===== src/hw/erw_pkg.sv =====
package erw_pkg;

  // ==========================================================================
  // Timing counts, widths and reset values
  // ==========================================================================
  // Phases of a whole bus clock output period (two phases, high and low)
  localparam int unsigned PHASES_PER_BUS_CLK = 2;
  // Base cycle length in bus clock periods before wait states
  localparam int unsigned BASE_CYCLE_CLKS    = 2;
  // Width of the programmed memory cycle wait count
  localparam int unsigned WAIT_W             = 4;
  // Reset value of the phase divider
  localparam logic [7:0]  DIV_RST            = 8'h00;
  // Reset value of the wait counter
  localparam logic [WAIT_W-1:0] WAIT_RST     = 4'h0;
  // Responder's minimum asynchronous ready low time, in ns (2 periods + 14)
  localparam int unsigned ASYNC_RDY_EXTRA_NS = 14;

  // ==========================================================================
  // Types
  // ==========================================================================
  // Programmed characteristics of one external bus cycle
  typedef struct packed {
    logic [WAIT_W-1:0] wait_count; // memory_cycle_wait_count
    logic              cmd_delay;  // Command asserts one bus clock later
    logic              muxed;      // Multiplexed address/data bus
    logic              tristate;   // tristate_turnaround_wait enabled
    logic              is_write;   // Write command rather than read
    logic              async_rdy;  // Ready input treated as asynchronous
    logic              rdy_en;     // Ready controlled cycle
  } erw_cfg_t;

  // Bus cycle sequencer states
  typedef enum logic [2:0] {
    ST_IDLE  = 3'b000,
    ST_ADDR  = 3'b001,
    ST_DLY   = 3'b010,
    ST_WAIT  = 3'b011,
    ST_SAMP  = 3'b100,
    ST_MUXTA = 3'b101,
    ST_TRI   = 3'b110
  } erw_state_t;

endpackage


===== src/hw/erw_sync.sv =====
`timescale 1ns/1ps

// Two flip-flop synchroniser for one level from outside the clock domain
module erw_sync #(
  parameter logic RST_VAL = 1'b1
) (
  // Clock, reset, enable
  input  wire logic mclk_in,
  input  wire logic rst_in,
  input  wire logic ce_in,
  // Level in and out
  input  wire logic d_in,
  output logic      q_out
);

  logic meta_q; // First stage, read only by the second

  // ==========================================================================
  // Synchroniser stages
  // ==========================================================================
  // Two stages; the first is never looked at by other logic
  always_ff @(posedge mclk_in or posedge rst_in) begin
    if (rst_in) begin
      meta_q <= RST_VAL;
      q_out  <= RST_VAL;
    end else if (ce_in) begin
      meta_q <= d_in;
      q_out  <= meta_q;
    end
  end

endmodule


===== src/hw/erw_ctrl.sv =====
`timescale 1ns/1ps

module erw_ctrl #(
  parameter int unsigned CLK_DIV = 5 // Core clocks per bus clock phase
) (
  // Clock, reset, enable
  input  wire logic              mclk_in,
  input  wire logic              rst_in,
  input  wire logic              ce_in,
  // Cycle request from the core
  input  wire logic              req_in,
  input  wire erw_pkg::erw_cfg_t cfg_in,
  output logic                   busy_out,
  output logic                   done_out,
  // External pins
  input  wire logic              ready_n_in,
  output logic                   system_clock_output_out,
  output logic                   ale_out,
  output logic                   rd_n_out,
  output logic                   wr_n_out,
  output logic                   addr_data_turnaround_state_out,
  output logic                   tristate_turnaround_wait_out
);

  import erw_pkg::*;

  // ==========================================================================
  // Declarations
  // ==========================================================================
  logic [7:0]        div_q, div_d;       // Phase divider
  logic              clk_q, clk_d;       // Bus clock output level
  logic              rise_tick;          // Bus clock rises next core edge
  erw_state_t        st_q, st_d;         // Sequencer state
  erw_cfg_t          cfg_q, cfg_d;       // Latched cycle settings
  logic [WAIT_W-1:0] wcnt_q, wcnt_d;     // Remaining wait states
  logic              ale_q, ale_d;       // Address latch enable
  logic              rd_q, rd_d;         // Read strobe, active low
  logic              wr_q, wr_d;         // Write strobe, active low
  logic              done_q, done_d;     // Cycle ended pulse
  logic              rdy_sync;           // Ready after two flops
  logic              rdy_pin_q, rdy_pin_d; // Ready sampled on bus clock rise
  logic              rdy_used;           // Ready value seen at sample point

  // ==========================================================================
  // Ready input conditioning
  // ==========================================================================
  // The ready pin passes two flops in both modes, plus the bus clock rise capture in sync mode; async mode then relies on the synchroniser
  erw_sync #(
    .RST_VAL (1'b1)
  ) u_rdy_sync (
    .mclk_in (mclk_in),
    .rst_in  (rst_in),
    .ce_in   (ce_in),
    .d_in    (ready_n_in),
    .q_out   (rdy_sync)
  );

  // Synchronous ready is captured at the bus clock rising edge only
  always_comb begin
    rdy_pin_d = rise_tick ? rdy_sync : rdy_pin_q;
  end

  // Select ready source by mode
  always_comb begin
    rdy_used = cfg_q.async_rdy ? rdy_sync : rdy_pin_q;
  end

  // ==========================================================================
  // Bus clock output divider
  // ==========================================================================
  // Toggle the bus clock every CLK_DIV core cycles
  always_comb begin
    rise_tick = 1'b0;
    if (div_q == 8'(CLK_DIV - 1)) begin
      div_d     = DIV_RST;
      clk_d     = ~clk_q;
      rise_tick = ~clk_q;
    end else begin
      div_d = div_q + 8'h01;
      clk_d = clk_q;
    end
  end

  // ==========================================================================
  // Bus cycle sequencer, one step per bus clock period
  // ==========================================================================
  always_comb begin
    st_d   = st_q;
    cfg_d  = cfg_q;
    wcnt_d = wcnt_q;
    ale_d  = ale_q;
    rd_d   = rd_q;
    wr_d   = wr_q;
    done_d = 1'b0;
    if (rise_tick) begin
      case (st_q)
        // Accept a request only when all turnaround states are over
        ST_IDLE: begin
          if (req_in) begin
            cfg_d  = cfg_in;
            wcnt_d = cfg_in.wait_count;
            ale_d  = 1'b1;
            st_d   = ST_ADDR;
          end
        end
        // Address phase; command asserts now unless delayed
        ST_ADDR: begin
          ale_d = 1'b0;
          if (cfg_q.cmd_delay) begin
            st_d = ST_DLY;
          end else begin
            rd_d = cfg_q.is_write;
            wr_d = ~cfg_q.is_write;
            st_d = (wcnt_q == WAIT_RST) ? ST_SAMP : ST_WAIT;
          end
        end
        // Delayed command edge, one bus clock later
        ST_DLY: begin
          rd_d = cfg_q.is_write;
          wr_d = ~cfg_q.is_write;
          st_d = (wcnt_q == WAIT_RST) ? ST_SAMP : ST_WAIT;
        end
        // Programmed memory cycle wait states; zero skips this state
        ST_WAIT: begin
          wcnt_d = wcnt_q - 4'h1;
          if (wcnt_q == 4'h1) begin
            st_d = ST_SAMP;
          end
        end
        // Ready sample point: high stretches, low ends the cycle
        ST_SAMP: begin
          if (!cfg_q.rdy_en || !rdy_used) begin
            rd_d   = 1'b1; // Rising command edge lets responder drop ready
            wr_d   = 1'b1;
            done_d = 1'b1;
            st_d   = cfg_q.muxed ? ST_MUXTA : ST_IDLE;
          end
        end
        // Address/data turnaround after a multiplexed cycle
        ST_MUXTA: begin
          st_d = cfg_q.tristate ? ST_TRI : ST_IDLE;
        end
        // Optional tristate wait before the next cycle
        ST_TRI: begin
          st_d = ST_IDLE;
        end
        default: begin
          st_d = ST_IDLE;
        end
      endcase
    end
  end

  // ==========================================================================
  // State registers
  // ==========================================================================
  always_ff @(posedge mclk_in or posedge rst_in) begin
    if (rst_in) begin
      div_q     <= DIV_RST;
      clk_q     <= 1'b0;
      st_q      <= ST_IDLE;
      cfg_q     <= '0;
      wcnt_q    <= WAIT_RST;
      ale_q     <= 1'b0;
      rd_q      <= 1'b1;
      wr_q      <= 1'b1;
      done_q    <= 1'b0;
      rdy_pin_q <= 1'b1;
    end else if (ce_in) begin
      div_q     <= div_d;
      clk_q     <= clk_d;
      st_q      <= st_d;
      cfg_q     <= cfg_d;
      wcnt_q    <= wcnt_d;
      ale_q     <= ale_d;
      rd_q      <= rd_d;
      wr_q      <= wr_d;
      done_q    <= done_d;
      rdy_pin_q <= rdy_pin_d;
    end
  end

  // ==========================================================================
  // Output registers
  // ==========================================================================
  // Outputs are registered copies so each comes from a flip-flop
  always_ff @(posedge mclk_in or posedge rst_in) begin
    if (rst_in) begin
      system_clock_output_out        <= 1'b0;
      ale_out                        <= 1'b0;
      rd_n_out                       <= 1'b1;
      wr_n_out                       <= 1'b1;
      busy_out                       <= 1'b0;
      done_out                       <= 1'b0;
      addr_data_turnaround_state_out <= 1'b0;
      tristate_turnaround_wait_out   <= 1'b0;
    end else if (ce_in) begin
      system_clock_output_out        <= clk_d;
      ale_out                        <= ale_d;
      rd_n_out                       <= rd_d;
      wr_n_out                       <= wr_d;
      busy_out                       <= (st_d != ST_IDLE);
      done_out                       <= done_d;
      addr_data_turnaround_state_out <= (st_d == ST_MUXTA);
      tristate_turnaround_wait_out   <= (st_d == ST_TRI);
    end
  end

endmodule


===== config.mk =====
export PLATFORM = sky130hd
export DESIGN_NAME = erw_ctrl
export DESIGN_NICKNAME = d
export VERILOG_FILES = /design/src/hw/erw_pkg.sv /design/src/hw/erw_sync.sv /design/src/hw/erw_ctrl.sv
export SDC_FILE = /design/constraint.sdc
export NUM_CORES = 1
export LEC_CHECK = 0
export BUFFER_PORTS_ARGS = -buffer_cell sky130_fd_sc_hd__buf_2
export CELL_PAD_IN_SITES_DETAIL_PLACEMENT = 0
export CELL_PAD_IN_SITES_GLOBAL_PLACEMENT = 1
export CORE_MARGIN = 2
export CORE_UTILIZATION = 40
export DETAILED_ROUTE_END_ITERATION = 12
export PLACE_DENSITY_LB_ADDON = 0.2
export SYNTH_ARGS = -nofsm -noshare
export SYNTH_HDL_FRONTEND = slang
export SYNTH_SLANG_ARGS = --single-unit

===== constraint.sdc =====
create_clock -name mclk_in -period 2.23 [get_ports mclk_in]
set_clock_uncertainty 0.05 [all_clocks]
set_input_delay 0.5575 -clock mclk_in [delete_from_list [all_inputs] [get_ports mclk_in]]
set_output_delay 0.5575 -clock mclk_in [all_outputs]
set_load 0.005 [all_outputs]

==> results.sh <==
export IMPL_fin_nets=251
export IMPL_worstPathMaxFanout=6
export IMPL_area_growth_pct=33.24
export IMPL_wl_per_cell_um=14.43
export IMPL_async_flop_share=1.000
export IMPL_vias=1513
export IMPL_p_leak_nw=1.095
export IMPL_drive_gt1_frac=0.4138
export IMPL_wirelength_um=4098
export IMPL_synthCells=177
export IMPL_synth_top_cell_by_area="dfrtp_1"
export IMPL_tightestPinTransition_ns=0.4154
export IMPL_yosys_top_cells_count="dfrtp_1, nand2_1, mux2_2, a21oi_1"
export IMPL_grt_pass1_wl_um=6706
export IMPL_synth_main_ff_cell="dfrtp_1"
export IMPL_dieArea_mm2=0.005001
export IMPL_vias_per_cell=5.327
export IMPL_first_global_vias=1512
export IMPL_startpoint_type="flop"
export IMPL_max_cap_violations=0
export IMPL_holdBufCountCts=0
export IMPL_syn_nets=197
export IMPL_avgSynthCellArea_um2=10.06
export IMPL_cts_buffers=5
export IMPL_power_density_mw_per_mm2=1287
export IMPL_rows=24
export IMPL_synth_edf_count=0
export IMPL_worst_ep_arrival_time_ns=2.48
export IMPL_first_pass_iters=4
export IMPL_antenna_found_initial=0
export IMPL_path_clk_slew_ns=0.07
export IMPL_maxSlewViolCount=0
export IMPL_initial_core_util=0.4117
export IMPL_grt_start_max_net_pins=33
export IMPL_setup_viol=10
export IMPL_grt_ovfl_total=0
export IMPL_clockRootBuffer="clkbuf_8"
export IMPL_design_core_area_mm2=0.004324
export IMPL_relSlewSlack=0.7231
export IMPL_drcViolationCount=0
export IMPL_setup_ws_ns=-0.1198
export IMPL_antenna_cells=0
export IMPL_worstSetupEndpointType="flop"
export IMPL_worstSetupPathType="reg -> reg"
export IMPL_failed_checks="negative setup slack"
export IMPL_ant_nets=0
export IMPL_die_w_um=70.72
export IMPL_fmax_mhz=425.6
export IMPL_post_route_util=0.5486
export IMPL_tritoncts="built"
export IMPL_syn_area_mm2=0.001780
export IMPL_synthDistinctLibCells=48
export IMPL_ir_drop_mv=0.5360
export IMPL_fp_dieH_um=70.72
export IMPL_yosysSeqAreaShare=0.4533
export IMPL_min_path_type="in -> async"
export IMPL_final_cell_area_mm2=0.002372
export IMPL_place_congestion=0.8041
export IMPL_yosysTopAreaCellShare=0.3795
export IMPL_htreeDepth=2
export IMPL_finalCritPeriodShare=1.054
export IMPL_track_usage=0.1666
export IMPL_yosys_warnings=0
export IMPL_cp_required_ns=2.36
export IMPL_clock_path_buffers=2
export IMPL_run_status="complete, but fails checks"
export IMPL_synthTopCellsByArea="dfrtp_1, mux2_2, dfstp_2"
export IMPL_drt_iter0_drc=60
export IMPL_min_period_ns=2.350
export IMPL_dpl_hpwl_um=2978
export IMPL_clk_latency_ns=0.28
export IMPL_rsz0062_at_grt="yes"
export IMPL_report_final_hold_viol_count=0
export IMPL_place_area_mm2=0.002163
export IMPL_io_buffers=22
export IMPL_ios=23
export IMPL_yosys_register_bits=32
export IMPL_synth_most_common_cell="dfrtp_1"
export IMPL_cts_sinks=32
[worst max-delay path, stage by stage, from the launching register on]
cell and delay, ns:
dfrtp_1 0.39, inv_2 0.08, ha_4 0.13, or4b_4 0.45, or3_4 0.36, nor2_4 0.12
and4bb_4 0.31, mux2_2 0.34
[power by group]
part	internal [mW]	leakage, nW	switching [mW]
registers	0.819	0.401	0.175
logic	0.749	0.629	0.697
clock network	0.394	0.0645	0.217
[layout by cell type, fill, tap and decap left out, types with 4 or more instances in the layout]
| cell | netlist | final |
|---|---|---|
| mux2_4 | 0 | 4 |
| o21ai_0 | 8 | 7 |
| clkbuf_8 | 0 | 7 |
| a21oi_1 | 10 | 10 |
| buf_4 | 1 | 29 |
| nor2_1 | 9 | 8 |
| dfstp_2 | 5 | 5 |
| nand3_1 | 9 | 9 |
| inv_1 | 9 | 7 |
| buf_2 | 0 | 23 |
| or3_1 | 5 | 4 |
| mux2_2 | 13 | 9 |
| ha_1 | 5 | 4 |
| nor3_1 | 5 | 5 |
| dfrtp_1 | 27 | 27 |
| nand2_1 | 16 | 16 |
[cell families (layout without fill, tap and decap cells)]
| group | after synthesis | in the layout | synth area share |
|---|---|---|---|
| AND/OR/NAND/NOR | 65 | 65 | 0.2024 |
| AO/OA/AOI/OAI | 39 | 39 | 0.1546 |
| flip-flops | 32 | 32 | 0.4533 |
| buffers and inverters | 17 | 72 | 0.04216 |
| multiplexers | 14 | 14 | 0.08784 |
| adder cells (fa/ha/maj) | 5 | 5 | 0.03514 |
| XOR/XNOR | 5 | 5 | 0.02460 |
[final cells by class]
cell class                 instances  area [um^2]
clock buffer                       7        96.34
clock inverter                     1        30.03
fill                             388         1952
inverter                           9        33.78
multi-input combinational        128        973.4
sequential                        32        807.0
tap                               52        65.06
timing repair buffer              55        366.6
[metrics by stage]
| stage | cells | TNS [ns] | power (mW) | hold WS [ns] | setup slack (ns) |
|---|---|---|---|---|---|
| after CTS | 283 | -0.9279 | 3.052 | 0.3054 | -0.1149 |
| after floorplan | 177 | -0.6070 | 1.818 | 0.3516 | -0.1012 |
| after global routing | 284 | -1.685 | 3.267 | 0.3345 | -0.1784 |
| after detailed placement | 274 | -2.180 | 2.361 | 0.3977 | -0.2506 |
| after global placement | 274 | -1.195 | 2.323 | 0.3710 | -0.1674 |
| final | 284 | -0.7590 | 3.052 | 0.3009 | -0.1198 |
[repair_timing]
action / 4_1_cts / 5_1_grt
pin swaps: 2 / 0
setup buffers: 1 / 0
gates resized for setup: 14 / 4
gates cloned: 0 / 1
setup endpoints to repair: 14 / 14
[routing by layer]
layer	wire (um)	GRT usage
met1	1776	0.1960
met2	2123	0.2980
met3	184	0.04986
met4	13	0.03983
met5	0	0
[state kept, by name, summed over array words and instances, names as in the netlist]
| register | flops |
|---|---|
| wr_n_out | 1 |
| tristate_turnaround_wait_out | 1 |
| rd_n_out | 1 |
| system_clock_output_out | 1 |
| wcnt_q | 4 |
| div_q | 8 |
| busy_out | 1 |
| done_out | 1 |
| cfg_q | 6 |
| rdy_pin_q | 1 |
| u_rdy_sync.meta_q | 1 |
| ale_out | 1 |
| st_q | 3 |
| addr_data_turnaround_state_out | 1 |
| u_rdy_sync.q_out | 1 |
[final timing paths]
| path | from | to | slack (ns) | cells past startpoint |
|---|---|---|---|---|
| hold / removal | rst_in | ale_out$_DFFE_PP0P_ | 0.30 | 3 |
| min in group mclk_in | cfg_q[2]$_DFFE_PP0P_ | wr_n_out$_DFFE_PP1P_ | 0.40 | 1 |
| setup / recovery | div_q[1]$_DFFE_PP0P_ | cfg_q[1]$_DFFE_PP0P_ | -0.12 | 7 |
| hold reg to reg | cfg_q[2]$_DFFE_PP0P_ | wr_n_out$_DFFE_PP1P_ | 0.40 | 1 |
| setup reg to reg | div_q[1]$_DFFE_PP0P_ | cfg_q[1]$_DFFE_PP0P_ | -0.12 | 7 |
| max in group asynchronous | rst_in | rdy_pin_q$_DFFE_PP1P_ | 1.50 | 3 |
Note: power is estimated with default switching activity, not from simulation.
